--- src/rtl/bit_pkg.sv ---
// Purpose: Shared constants and types for the 8-bit interval timer
// Assumes: 32-bit AXI4-Lite register bus, CLOCK_I is the instruction clock
// Notes:   Every offset and field position, and the mode and counter reset values, used by the RTL live here
package bit_pkg;

    // Register byte addresses
    localparam logic [3:0] ADDR_MODE   = 4'h0;
    localparam logic [3:0] ADDR_COUNT  = 4'h4;
    localparam logic [3:0] ADDR_STATUS = 4'h8;
    localparam int         ADDR_W      = 4;

    // Mode register field positions
    localparam int MODE_RUN_BIT   = 7;
    localparam int MODE_PRE_HI    = 6;
    localparam int MODE_PRE_LO    = 4;
    localparam int MODE_RTC_BIT   = 0;

    // Status register field positions
    localparam int STAT_FLAG_BIT  = 0;
    localparam int STAT_IEN_BIT   = 1;
    localparam int STAT_GREEN_BIT = 2;
    localparam int STAT_RTC_BIT   = 3;

    // Counter geometry
    localparam int          CNT_W      = 8;
    localparam logic [7:0]  CNT_FULL   = 8'hFF;
    localparam logic [7:0]  CNT_ZERO   = 8'h00;
    localparam logic [7:0]  CNT_RESET  = 8'h00;

    // Prescaler: largest divisor minus one, shifted right by the select code
    localparam logic [7:0]  PRE_MAX    = 8'hFF;
    localparam logic [7:0]  RTC_DIV    = 8'h40;
    localparam logic [7:0]  RTC_LIMIT  = RTC_DIV - 8'h01;

    // Interrupt vector program address
    localparam logic [7:0]  IRQ_VECTOR = 8'h08;

    // AXI responses
    localparam logic [1:0]  RESP_OKAY   = 2'h0;
    localparam logic [1:0]  RESP_SLVERR = 2'h2;

    // Timer mode register contents
    typedef struct packed {
        logic       run;
        logic [2:0] prescale;
        logic       rtc;
    } bit_mode_s;

    localparam bit_mode_s MODE_RESET = '{run: 1'b0, prescale: 3'h0, rtc: 1'b0};

endpackage : bit_pkg

--- src/rtl/bit_timer.sv ---
// Purpose: 8-bit up-counting interval timer with AXI4-Lite register access
// Assumes: CLOCK_I is the instruction clock; RTC_CLK_I is an unrelated 32768 Hz clock
// Notes:   Registers MODE 0x0, COUNT 0x4, STATUS 0x8; other addresses answer SLVERR
//
// Notes on behaviour
// - Count held while run enable is 0, counting starts once it is 1.
// - Eight-bit counter, 256 steps, one increment per selected timer clock.
// - Overflow only on the wrap from 0xFF to 0x00.
// - Overflow sets the request flag; only software clears it.
// - No reload: after overflow counting continues from zero.
// - Flag with interrupt enable requests the interrupt at vector address 8.
// - Counting is identical in normal, slow and green power modes.
// - In green mode an overflow also wakes the system.
// - Prescale select 000b gives /256 halving each step to /2 at 111b.
// - RTC select counts the 32 kHz source, only with the RTC clock option.
// - RTC input is 32768 Hz over 64, full 256 counts, 0.5 s period.
// - Mode register: run bit 7, prescale bits 6..4, RTC bit 0, reset 0.
// - Prescale select has no effect in RTC mode.
//
// Local design decisions: the AXI4-Lite slave port and the placing of the registers.
`timescale 1ns/1ps
module bit_timer (
    // Clock and reset
    input  wire logic        CLOCK_I,
    input  wire logic        NRST_I,
    // AXI4-Lite write address
    input  wire logic [3:0]  S_AXI_AWADDR_I,
    input  wire logic        S_AXI_AWVALID_I,
    output logic             S_AXI_AWREADY_O,
    // AXI4-Lite write data
    input  wire logic [31:0] S_AXI_WDATA_I,
    input  wire logic [3:0]  S_AXI_WSTRB_I,
    input  wire logic        S_AXI_WVALID_I,
    output logic             S_AXI_WREADY_O,
    // AXI4-Lite write response
    output logic [1:0]       S_AXI_BRESP_O,
    output logic             S_AXI_BVALID_O,
    input  wire logic        S_AXI_BREADY_I,
    // AXI4-Lite read address
    input  wire logic [3:0]  S_AXI_ARADDR_I,
    input  wire logic        S_AXI_ARVALID_I,
    output logic             S_AXI_ARREADY_O,
    // AXI4-Lite read data
    output logic [31:0]      S_AXI_RDATA_O,
    output logic [1:0]       S_AXI_RRESP_O,
    output logic             S_AXI_RVALID_O,
    input  wire logic        S_AXI_RREADY_I,
    // System side
    input  wire logic        RTC_CLK_I,
    input  wire logic        RTC_OPTION_I,
    input  wire logic        GREEN_MODE_I,
    output logic             IRQ_REQ_O,
    output logic [7:0]       IRQ_VECTOR_O,
    output logic             WAKE_O
);

    // Register state
    bit_pkg::bit_mode_s mode;
    logic [7:0]         tick_counter_value;
    logic               overflow_request_flag;
    logic               overflow_irq_enable;
    logic               rtc_option;

    // Bus state
    logic               aw_held;
    logic               w_held;
    logic [3:0]         aw_addr;
    logic [31:0]        w_data;
    logic [3:0]         w_strb;
    logic               bvalid;
    logic [1:0]         bresp;
    logic               rvalid;
    logic [31:0]        rdata;
    logic [1:0]         rresp;

    // RTC edge path
    logic               rtc_sync;
    logic               rtc_last;
    logic               rtc_edge;
    logic               tick;

    // Decode wires
    logic               aw_take;
    logic               w_take;
    logic               wr_fire;
    logic               wr_low;
    logic               wr_mode;
    logic               wr_count;
    logic               wr_status;
    logic               wr_ok;
    logic               ar_take;
    logic               rd_ok;
    logic [31:0]        rd_word;
    logic               overflow;
    logic               rtc_mode;
    logic [7:0]         next_count;
    logic               next_flag;
    logic [3:0]         next_aw_addr;
    logic [31:0]        next_w_data;
    logic [3:0]         next_w_strb;

    function automatic logic addr_mapped(input logic [3:0] a);
        addr_mapped = (a == bit_pkg::ADDR_MODE) || (a == bit_pkg::ADDR_COUNT) || (a == bit_pkg::ADDR_STATUS);
    endfunction : addr_mapped

    // Write channel: address and data taken in either order, response after both
    assign aw_take      = S_AXI_AWVALID_I & S_AXI_AWREADY_O;
    assign w_take       = S_AXI_WVALID_I & S_AXI_WREADY_O;
    assign S_AXI_AWREADY_O = ~aw_held & ~bvalid;
    assign S_AXI_WREADY_O  = ~w_held & ~bvalid;
    assign next_aw_addr = aw_take ? S_AXI_AWADDR_I : aw_addr;
    assign next_w_data  = w_take ? S_AXI_WDATA_I : w_data;
    assign next_w_strb  = w_take ? S_AXI_WSTRB_I : w_strb;
    assign wr_fire      = (aw_held | aw_take) & (w_held | w_take) & ~bvalid;
    // All fields live in byte lane 0; a write without it stores nothing
    assign wr_low       = wr_fire & next_w_strb[0];
    assign wr_ok        = addr_mapped(next_aw_addr);
    assign wr_mode      = wr_low & (next_aw_addr == bit_pkg::ADDR_MODE);
    assign wr_count     = wr_low & (next_aw_addr == bit_pkg::ADDR_COUNT);
    assign wr_status    = wr_low & (next_aw_addr == bit_pkg::ADDR_STATUS);

    always_ff @(posedge CLOCK_I or negedge NRST_I)
    begin
        if (!NRST_I)
        begin
            aw_held <= 1'b0;
            w_held  <= 1'b0;
            aw_addr <= 4'h0;
            w_data  <= 32'h0;
            w_strb  <= 4'h0;
            bvalid  <= 1'b0;
            bresp   <= bit_pkg::RESP_OKAY;
        end
        else
        begin
            aw_addr <= next_aw_addr;
            w_data  <= next_w_data;
            w_strb  <= next_w_strb;
            aw_held <= wr_fire ? 1'b0 : (aw_held | aw_take);
            w_held  <= wr_fire ? 1'b0 : (w_held | w_take);
            if (wr_fire)
            begin
                bvalid <= 1'b1;
                bresp  <= wr_ok ? bit_pkg::RESP_OKAY : bit_pkg::RESP_SLVERR;
            end
            else if (S_AXI_BREADY_I)
                bvalid <= 1'b0;
        end
    end

    assign S_AXI_BVALID_O = bvalid;
    assign S_AXI_BRESP_O  = bresp;

    // Read channel: one read at a time, data registered
    assign ar_take = S_AXI_ARVALID_I & S_AXI_ARREADY_O;
    assign S_AXI_ARREADY_O = ~rvalid;
    assign rd_ok   = addr_mapped(S_AXI_ARADDR_I);
    assign rd_word = (S_AXI_ARADDR_I == bit_pkg::ADDR_MODE)   ?
                         {24'h0, mode.run, mode.prescale, 3'h0, mode.rtc} :
                     (S_AXI_ARADDR_I == bit_pkg::ADDR_COUNT)  ? {24'h0, tick_counter_value} :
                     (S_AXI_ARADDR_I == bit_pkg::ADDR_STATUS) ?
                         {28'h0, rtc_mode, GREEN_MODE_I, overflow_irq_enable, overflow_request_flag} :
                     32'h0;

    always_ff @(posedge CLOCK_I or negedge NRST_I)
    begin
        if (!NRST_I)
        begin
            rvalid <= 1'b0;
            rdata  <= 32'h0;
            rresp  <= bit_pkg::RESP_OKAY;
        end
        else if (ar_take)
        begin
            rvalid <= 1'b1;
            rdata  <= rd_word;
            rresp  <= rd_ok ? bit_pkg::RESP_OKAY : bit_pkg::RESP_SLVERR;
        end
        else if (S_AXI_RREADY_I)
            rvalid <= 1'b0;
    end

    assign S_AXI_RVALID_O = rvalid;
    assign S_AXI_RDATA_O  = rdata;
    assign S_AXI_RRESP_O  = rresp;

    // Slow clock crosses in as a level, edge found after the synchroniser
    bit_sync #(
        .WIDTH (1)
    ) u_rtc_sync (
        .clk_i   (CLOCK_I),
        .nrst_i  (NRST_I),
        .async_i (RTC_CLK_I),
        .sync_o  (rtc_sync)
    );

    // Option strap is a pin too; two flops keep a slow ramp from going metastable
    bit_sync #(
        .WIDTH (1)
    ) u_opt_sync (
        .clk_i   (CLOCK_I),
        .nrst_i  (NRST_I),
        .async_i (RTC_OPTION_I),
        .sync_o  (rtc_option)
    );

    assign rtc_edge = rtc_sync & ~rtc_last;
    // RTC select is ignored unless the RTC clock option is fitted
    assign rtc_mode = mode.rtc & rtc_option;

    bit_prescale u_prescale (
        .clk_i      (CLOCK_I),
        .nrst_i     (NRST_I),
        .run_i      (mode.run),
        .prescale_i (mode.prescale),
        .rtc_mode_i (rtc_mode),
        .rtc_edge_i (rtc_edge),
        .tick_o     (tick)
    );

    // Power mode never gates the tick, so counting is the same in every mode
    assign overflow   = tick & (tick_counter_value == bit_pkg::CNT_FULL);
    // Software write wins over a tick in the same cycle
    assign next_count = wr_count ? next_w_data[bit_pkg::CNT_W-1:0] :
                        tick     ? tick_counter_value + 8'h01 :
                                   tick_counter_value;
    // Hardware set wins over a software clear in the same cycle
    assign next_flag  = overflow | (wr_status ? (overflow_request_flag & next_w_data[bit_pkg::STAT_FLAG_BIT])
                                              : overflow_request_flag);

    always_ff @(posedge CLOCK_I or negedge NRST_I)
    begin
        if (!NRST_I)
        begin
            mode                  <= bit_pkg::MODE_RESET;
            tick_counter_value    <= bit_pkg::CNT_RESET;
            overflow_request_flag <= 1'b0;
            overflow_irq_enable   <= 1'b0;
            rtc_last              <= 1'b0;
            WAKE_O                <= 1'b0;
        end
        else
        begin
            rtc_last           <= rtc_sync;
            tick_counter_value <= next_count;
            overflow_request_flag <= next_flag;
            WAKE_O             <= overflow & GREEN_MODE_I;
            if (wr_mode)
            begin
                mode.run      <= next_w_data[bit_pkg::MODE_RUN_BIT];
                mode.prescale <= next_w_data[bit_pkg::MODE_PRE_HI:bit_pkg::MODE_PRE_LO];
                mode.rtc      <= next_w_data[bit_pkg::MODE_RTC_BIT];
            end
            if (wr_status)
                overflow_irq_enable <= next_w_data[bit_pkg::STAT_IEN_BIT];
        end
    end

    // Request holds until software clears the flag or the interrupt enable inside the service routine
    assign IRQ_REQ_O    = overflow_request_flag & overflow_irq_enable;
    assign IRQ_VECTOR_O = bit_pkg::IRQ_VECTOR;

    // Checks
    a_hold_when_off: assert property (@(posedge CLOCK_I) disable iff (!NRST_I)
        (!mode.run && !wr_count) |=> $stable(tick_counter_value))
        else $error("Counter moved while stopped");

    a_count_step: assert property (@(posedge CLOCK_I) disable iff (!NRST_I)
        (tick && !wr_count) |=> (tick_counter_value == 8'($past(tick_counter_value) + 8'h01)))
        else $error("Counter did not step by one");

    a_wrap_overflow: assert property (@(posedge CLOCK_I) disable iff (!NRST_I)
        overflow |=> (tick_counter_value == bit_pkg::CNT_ZERO || $past(wr_count)))
        else $error("Overflow without wrap to zero");

    a_flag_set: assert property (@(posedge CLOCK_I) disable iff (!NRST_I)
        overflow |=> overflow_request_flag)
        else $error("Overflow did not set flag");

    a_flag_sticky: assert property (@(posedge CLOCK_I) disable iff (!NRST_I)
        (overflow_request_flag && !wr_status) |=> overflow_request_flag)
        else $error("Flag cleared without software write");

    a_irq_vector: assert property (@(posedge CLOCK_I) disable iff (!NRST_I)
        (overflow && overflow_irq_enable && !wr_status) |=> IRQ_REQ_O && (IRQ_VECTOR_O == bit_pkg::IRQ_VECTOR))
        else $error("Interrupt request or vector wrong");

    a_green_wake: assert property (@(posedge CLOCK_I) disable iff (!NRST_I)
        (overflow && GREEN_MODE_I) |=> WAKE_O ##1 !WAKE_O || $past(overflow))
        else $error("Green mode overflow gave no wake pulse");

    a_no_stray_wake: assert property (@(posedge CLOCK_I) disable iff (!NRST_I)
        WAKE_O |-> $past(overflow) && $past(GREEN_MODE_I))
        else $error("Wake without overflow");

    a_write_loads: assert property (@(posedge CLOCK_I) disable iff (!NRST_I)
        wr_count |=> tick_counter_value == $past(next_w_data[7:0]))
        else $error("Counter write not taken at once");

    a_rtc_gate: assert property (@(posedge CLOCK_I) disable iff (!NRST_I)
        (rtc_mode && tick) |-> rtc_sync && !$past(rtc_sync))
        else $error("RTC tick without slow clock edge");

    a_bresp_after: assert property (@(posedge CLOCK_I) disable iff (!NRST_I)
        $rose(bvalid) |-> $past(aw_held || aw_take) && $past(w_held || w_take))
        else $error("Write response before address and data");

    a_stop_no_tick: assert property (@(posedge CLOCK_I) disable iff (!NRST_I)
        !mode.run |-> !tick)
        else $error("Timer tick while stopped");

    a_fcpu_spacing: assert property (@(posedge CLOCK_I) disable iff (!NRST_I)
        (!rtc_mode && tick) |=> (!tick || rtc_mode))
        else $error("Divided clock ticked twice in a row");

    a_no_false_flag: assert property (@(posedge CLOCK_I) disable iff (!NRST_I)
        (!overflow_request_flag && !overflow) |=> !overflow_request_flag)
        else $error("Flag set without overflow");

    a_flag_sw_clear: assert property (@(posedge CLOCK_I) disable iff (!NRST_I)
        (wr_status && !next_w_data[bit_pkg::STAT_FLAG_BIT] && !overflow) |=> !overflow_request_flag)
        else $error("Software clear of flag ignored");

    a_wake_only_green: assert property (@(posedge CLOCK_I) disable iff (!NRST_I)
        (overflow && !GREEN_MODE_I) |=> !WAKE_O)
        else $error("Wake outside green mode");

    a_wake_single: assert property (@(posedge CLOCK_I) disable iff (!NRST_I)
        WAKE_O |=> !WAKE_O)
        else $error("Wake pulse longer than one cycle");

    a_mode_write: assert property (@(posedge CLOCK_I) disable iff (!NRST_I)
        wr_mode |=> (mode.run == $past(next_w_data[bit_pkg::MODE_RUN_BIT]))
                 && (mode.rtc == $past(next_w_data[bit_pkg::MODE_RTC_BIT])))
        else $error("Mode write not stored");

    a_read_answer: assert property (@(posedge CLOCK_I) disable iff (!NRST_I)
        ar_take |=> S_AXI_RVALID_O)
        else $error("Read address taken without answer");

    a_write_refuse: assert property (@(posedge CLOCK_I) disable iff (!NRST_I)
        S_AXI_BVALID_O |-> (!S_AXI_AWREADY_O && !S_AXI_WREADY_O))
        else $error("Write taken while response pending");

    a_read_refuse: assert property (@(posedge CLOCK_I) disable iff (!NRST_I)
        S_AXI_RVALID_O |-> !S_AXI_ARREADY_O)
        else $error("Read taken while data pending");

endmodule : bit_timer

--- src/rtl/bit_sync.sv ---
// Purpose: Two-flop synchroniser for a level from another clock
// Assumes: Input is a slow level or clock, far below CLOCK_I
// Notes:   Stage one feeds only stage two
`timescale 1ns/1ps
module bit_sync #(
    parameter int WIDTH = 1
) (
    // Clock and reset
    input  wire logic             clk_i,
    input  wire logic             nrst_i,
    // Data
    input  wire logic [WIDTH-1:0] async_i,
    output logic      [WIDTH-1:0] sync_o
);

    logic [WIDTH-1:0] stage1;

    always_ff @(posedge clk_i or negedge nrst_i)
    begin
        if (!nrst_i)
        begin
            stage1 <= '0;
            sync_o <= '0;
        end
        else
        begin
            stage1 <= async_i;
            sync_o <= stage1;
        end
    end

endmodule : bit_sync

--- src/rtl/bit_prescale.sv ---
// Purpose: Timer clock tick from instruction clock or from 32768 Hz edges
// Assumes: rtc_edge_i is a one-cycle pulse per rising edge of the slow clock
// Notes:   The divider is cleared while the timer is stopped
`timescale 1ns/1ps
module bit_prescale (
    // Clock and reset
    input  wire logic       clk_i,
    input  wire logic       nrst_i,
    // Control
    input  wire logic       run_i,
    input  wire logic [2:0] prescale_i,
    input  wire logic       rtc_mode_i,
    input  wire logic       rtc_edge_i,
    // Tick out
    output logic            tick_o
);

    logic [7:0] div_cnt;
    logic [7:0] limit;
    logic       step;
    logic       at_limit;
    logic [7:0] next_div_cnt;

    // Select code only matters outside RTC mode
    assign limit        = rtc_mode_i ? bit_pkg::RTC_LIMIT : (bit_pkg::PRE_MAX >> prescale_i);
    assign step         = rtc_mode_i ? rtc_edge_i : 1'b1;
    // Compare with >= so a mode change never strands the divider above its limit
    assign at_limit     = (div_cnt >= limit);
    assign tick_o       = run_i & step & at_limit;
    assign next_div_cnt = !run_i ? 8'h00 : (step ? (at_limit ? 8'h00 : div_cnt + 8'h01) : div_cnt);

    always_ff @(posedge clk_i or negedge nrst_i)
    begin
        if (!nrst_i)
            div_cnt <= 8'h00;
        else
            div_cnt <= next_div_cnt;
    end

endmodule : bit_prescale

--- config.mk ---
export PLATFORM = sky130hd
export DESIGN_NAME = bit_timer
export DESIGN_NICKNAME = d
export VERILOG_FILES = /design/src/rtl/bit_pkg.sv /design/src/rtl/bit_timer.sv /design/src/rtl/bit_sync.sv /design/src/rtl/bit_prescale.sv
export SDC_FILE = /design/constraint.sdc
export NUM_CORES = 1
export LEC_CHECK = 0
export ABC_AREA = 1
export BUFFER_PORTS_ARGS = -buffer_cell sky130_fd_sc_hd__buf_4
export CAP_MARGIN = 0
export CELL_PAD_IN_SITES_DETAIL_PLACEMENT = 1
export CELL_PAD_IN_SITES_GLOBAL_PLACEMENT = 2
export CORE_AREA = 4 4 142 89
export CTS_CLUSTER_SIZE = 8
export DETAILED_ROUTE_END_ITERATION = 10
export DIE_AREA = 0 0 146 93
export PLACE_DENSITY_LB_ADDON = 0.1
export SYNTH_ARGS = -nofsm -noshare
export SYNTH_HDL_FRONTEND = slang
export SYNTH_SLANG_ARGS = --single-unit
--- constraint.sdc ---
create_clock -name CLOCK_I -period 2.31 [get_ports CLOCK_I]
set_input_delay 0.231 -clock CLOCK_I [delete_from_list [all_inputs] [get_ports CLOCK_I]]
set_output_delay 0.231 -clock CLOCK_I [all_outputs]
set_load 0.005 [all_outputs]
After elaboration in Yosys (flattened, before gate mapping)
Cells that the tools add are included.
{"block": "op_classes", "n_addsub": 2, "multipliers": 0, "n_div": 0, "magnitude_cmp": 1, "eq_ne": 6, "shifts": 1, "mux": 22, "n_bitwise": 27, "n_reduce_logical": 9}
{"op": "$mux 8", "n": 9}
{"op": "$and 1x1->1", "n": 19}
{"op": "$add 8x1->8 const B", "n": 2}
{"op": "$mux 1", "n": 9}
{"op": "$eq 4x3->1 const B", "n": 2}
{"op": "$eq 4x4->1 const B", "n": 2}
{"op": "$eq 8x8->1 const B", "n": 1}
{"op": "$ge 8x8->1", "n": 1}
{"op": "$logic_not 4->1", "n": 2}
{"op": "$mux 4", "n": 2}
{"op": "$shr 8x3->8 const A", "n": 1}
{"op": "$reduce_bool 2->1", "n": 3}
{"op": "$not 1->1", "n": 5}
{"op": "$logic_or 1x1->1", "n": 4}
{"op": "$mux 2", "n": 2}
{"op": "$or 1x1->1", "n": 3}
{"op": "$ne 2x1->1 const B", "n": 1}
{"block": "totals", "regBits": 82, "latch_bits": 0, "ramBits": 0, "romBits": 0, "in_bits": 54, "out_inout_bits": 51, "word_cells": 91, "mem_count": 0}

Depth between registers and ports, before layout
{"block": "depth", "ltp_word": 10, "mapped_depth": 16, "ltp_nobuf": 16}

By module
Synthesis repeated with hierarchy kept, for this count alone.
{"block": "hier_totals", "hier_cells": 425, "area_unflattened_um2": 3350.7}
{"module": "bit_timer", "n_inst": 1, "cells_each": 324, "area_per_inst_um2": 2511.2, "seq_area_each_um2": 1101.1}
{"module": "bit_prescale", "n_inst": 1, "cells_each": 97, "area_per_inst_um2": 739.5, "seq_area_each_um2": 200.2}
{"module": "bit_sync", "n_inst": 2, "cells_each": 2, "area_per_inst_um2": 50.0, "seq_area_each_um2": 50.0}

Least setup slack after synthesis
Ideal clock, no wire load.
{"block": "synth_path", "path_type": "reg2reg", "startpoint": "register mode[0] (netlist name)", "endpoint": "register u_prescale.div_cnt[7]", "setup_time_ps": 83, "arrival_time_ps": 1817, "required_time_ps": 2227, "slack_ps": 410, "stages_incl_launch_ff": 14, "path_buffers": 0, "synth_period_minus_slack_ps": 1900, "path_cell_list": "dfrtp_1 -> nand2_1 -> inv_1 -> nor2_1 -> inv_1 -> a21oi_1 -> ha_1 -> a21oi_1 -> nand2_1 -> nand2_1 -> nand2_1 -> nor2_1 -> inv_1 -> o21ai_0"}
{"block": "synth_via", "elab_chain_cells": 6, "word_cells_on_any_way": 8, "cone_classes": "1 x order compare; 1 x eq/ne; 5 x mux; 1 x bitwise"}
{"item": "from (decl)", "line_no": "bit_timer.sv:58", "rtl": "bit_pkg::bit_mode_s mode;"}
{"item": "from (signal assigned)", "line_no": "bit_timer.sv:235", "rtl": "mode <= bit_pkg::MODE_RESET;"}
{"item": "$and 1x1->1 *", "line_no": "bit_timer.sv:209", "rtl": "assign rtc_mode = mode.rtc & rtc_option;"}
{"item": "$mux 8", "line_no": "bit_prescale.sv:25", "rtl": "assign limit = rtc_mode_i ? bit_pkg::RTC_LIMIT : (bit_pkg::PRE_MAX >> prescale_i);"}
{"item": "$ge 8x8->1", "line_no": "bit_prescale.sv:28", "rtl": "assign at_limit = (div_cnt >= limit);"}
{"item": "$mux 8 (3 in a row)", "line_no": "bit_prescale.sv:30", "rtl": "assign next_div_cnt = !run_i ? 8'h00 : (step ? (at_limit ? 8'h00 : div_cnt + 8'h01) : div_cnt);"}
{"item": "to (signal assigned)", "line_no": "bit_prescale.sv:37", "rtl": "div_cnt <= next_div_cnt;"}
{"item": "to (decl)", "line_no": "bit_prescale.sv:18", "rtl": "logic [7:0] div_cnt;"}
Mark *: on every way between the ends. The rest lies on a longest branch, timed or not. The select of a mux whose other input is x is not followed.
A chain may end at the register's enable or synchronous reset.

Final worst setup path
{"block": "layout_path", "startpoint": "register mode[0] (netlist name)", "endpoint": "register u_prescale.div_cnt[6]"}
Same word-level chain as after synthesis.

==> reports/qor.yml <==
critical_path:
  path_common_cell: "nand2_1"
  reg2reg_to: "u_prescale.div_cnt[6]"
  required_ns: 2.53
  worstSetupPathType: "register to register"
  slowest_delay_ns: 0.39
  crit_fanout: 5
  start_kind: "register"
  end_kind: "register"
  critPathArrivalTime_ns: 2.36
  crit_buf_inv: 4
  slowest_stage: "dfrtp_1"
  r2r_start: "mode[0]"
  crit_chain: "nand2_1 > inv_1 > nor2_2 > inv_1 > a21oi_1 > ha_1 > a21oi_1 > nand2_1 > nand2_1 > nand2_1 > nor2_1 > buf_4 > inv_1 > o22ai_1"
  reg2regPathDepth: 14
  crit_family: "simple AND/OR/NAND/NOR gates"
  r2r_slack_ns: 0.17
timing:
  slew_viol_final: 0
  min_period_ns: 2.14
  finalHoldViolCount: 0
  fin_skew_ns: 0.00536
  setup_viol: 0
  whs_ns: 0.00781
  worstMarginPinSlew_ns: 0.767
  fin_crit_sh_pct: 92.6
  slew_headroom_pct: 48.8
  fin_setup_tns_ns: 0
  grt_setup_unrepaired: "true"
  max_freq_ghz: 0.468
cts:
  clk_latency_ns: 0.29
  root_buffer: "clkbuf_16"
  cts_tree: "built"
  htreeDepth: 2
  clk_pin_slew_ns: 0.07
  clkSinkCount: 56
  clockBufferDepth: 2
  hold_buffers: 0
  numCtsBuffers: 5
placement:
  gp_congestion: 0.720
  hpwl_um: 6650
  numPortBuffers: 43
power_and_ir_drop:
  swShare_pct: 40.6
  p_leak_nw: 1.98
  peakVddDrop_v: 0.000350
  pwr-share-clk_pct: 20.8
  comb_power_share_pct: 41.5
  p_int_w: 0.00234
  seqPwrFrac_pct: 37.8
  power_density_mw_per_mm2: 1030
  switchingPower_w: 0.00160
final_layout:
  syn_to_final_growth_pct: 18.3
  final_layout_size_suffix_gt1_share_pct: 20.9
  diodes: 0
  multi_input_area_mm2: 0.00147
  final_nets: 508
  ff_latch_area_mm2: 0.00140
  n_fill_cell: 1336
global_routing:
  use_met1_pct: 19.5
  grtUsageMet3_pct: 3.05
  grt_pass1_wl_um: 13900
  grt_pass1_vias: 2692
  globalRouteOverflowTotal: 0
  top_usage_layer: "met1"
  antenna_found_initial: 0
  track_usage_pct: 12.8
  grt_use_met2_pct: 18.3
  grt_max_degree: 57
synthesis:
  synth-xor-area-share_pct: 2.44
  synthArstFlopShare_pct: 100
  ys_types: 35
  syn_area_mm2: 0.00322
  synth_compound_area_share_pct: 8.11
  synth_top_area_share_pct: 43.5
  yosysSeqAreaShare_pct: 43.5
  synth_top_area_cell: "dfrtp_1"
  synth_flop_cell: "dfrtp_1"
  synth-simple-area-share_pct: 27.2
  synthCells: 390
  synthAdderAreaFrac_pct: 3.49
  synth_edf_count: 0
  syn_avg_cell_area_um2: 8.27
  synth_area_leaders: "dfrtp_1 43%, nand2_1 8.8%, buf_4 8.1%"
  synth_top_family_by_area: "simple AND/OR/NAND/NOR gates"
  ys_seq_elements: 56
  yosys_warnings: 0
  synthMuxAreaShare_pct: 0
floorplanning:
  rows: 30
  core-area_mm2: 0.0112
  pin_count: 105
  die_area_mm2: 0.0136
  die_w_um: 146
  die_h_um: 93
  initial_utilization_pct: 28.7
drt:
  routedWlPerCell_um: 14.5
  vias: 2628
  drtIter0Drc: 123
  detail-route-antenna-nets: 0
  drc: 0
  wl_um: 8530
  dr.pass1.iters: 4
  drt-vias-per-instance: 4.46
flow_run:
  cap_viol_max_count: 0
status:
  status: "complete, no violations"
hold_path:
  hp-class: "primary input to asynchronous set/reset pin"
## power by group through the flow
stage          clock (W)  combinational [W]  sequential, W
6_report        0.000819            0.00163        0.00149
3_3_place_gp           0            0.00159        0.00150
5_1_grt         0.000896            0.00185        0.00154
2_1_floorplan          0            0.00115        0.00145
3_5_place_dp           0            0.00164        0.00151
4_1_cts         0.000856            0.00165        0.00149
## flip-flops by register name, indices dropped and copies added, names as in the netlist, 4 cells and up
register            cells
aw_addr                 4
S_AXI_RDATA_O           8
mode                    5
u_prescale.div_cnt      8
w_data                  8
tick_counter_value      8
## per-layer routing
layer  up-vias  routed length (um)
li1       1291                   -
met1      1272                4710
met2        58                3380
met3         7                 376
met4         0                  65
met5         -                   0
## layout make-up
cell class | count | share of cell area, %
well taps | 144 | 4.72
multi-input cells | 274 | 38.5
flip-flops and latches | 56 | 36.7
repair buffers | 54 | 10.7
inverters | 54 | 5.31
clock buffers | 7 | 4.00
## cell usage after synthesis (3+ instances only)
| library cell | number |
|---|---|
| and2_1 | 3 |
| nor2_4 | 5 |
| nand2_1 | 76 |
| dfrtp_1 | 56 |
| buf_4 | 35 |
| nor2_1 | 21 |
| o22ai_1 | 10 |
| o21ai_0 | 12 |
| nand2_4 | 4 |
| nand2_2 | 9 |
| a21oi_1 | 8 |
| nor3_1 | 3 |
| ha_1 | 9 |
| xor2_1 | 9 |
| inv_1 | 50 |
| nand3_1 | 47 |
| o21ai_1 | 7 |
| inv_2 | 3 |
| nand4_1 | 4 |
## through the flow
step                utilization, %  power, W  setup WS [ns]  instance area [um^2]  instances
floorplan                        -   0.00260          0.410                  3340        422
global placement              32.5   0.00310          0.152                  3650        582
detailed placement            32.5   0.00315          0.122                  3650        582
CTS                           33.9   0.00400          0.110                  3800        589
global route                  34.0   0.00428        -0.0153                  3810        589
finish                        34.0   0.00394          0.171                  3810        589
## timing repair
action | in CTS | in global routing
resized for setup | 0 | 7
buffers inserted | 0 | 0
endpoints found under the setup margin | 0 | 12
## how the worst max path moves through the flow
stage	start	end	slack [ns]	cells past startpoint
after floorplan	mode[0]	u_prescale.div_cnt[7]	0.41	13
after global placement	mode[0]	tick_counter_value[1]	0.15	14
after detailed placement	mode[0]	tick_counter_value[1]	0.12	14
after CTS	mode[0]	tick_counter_value[3]	0.11	14
after global routing	mode[0]	u_prescale.div_cnt[0]	-0.02	16
final	mode[0]	u_prescale.div_cnt[6]	0.17	14
## cell usage in the layout (no fill, tap or decap), drive strengths merged, types with 3 or more instances in the layout
master and n:
nand2 89, dfrtp 56, buf 54, inv 53
nand3 49, conb 34, nor2 28, o21ai 19
o22ai 10, xor2 9, ha 9, a21oi 9
clkbuf 7, nand4 4, and2 3, nor3 3
## cell families after synthesis
group | count (synthesis)
and+or+nand+nor | 177
buffers and inverters | 92
DFF | 56
AOI/OAI and AO/OA | 45
xor gates and xnor gates | 9
adders and majority gates | 9
other | 2
No activity file was read; power rests on OpenSTA's default activity.
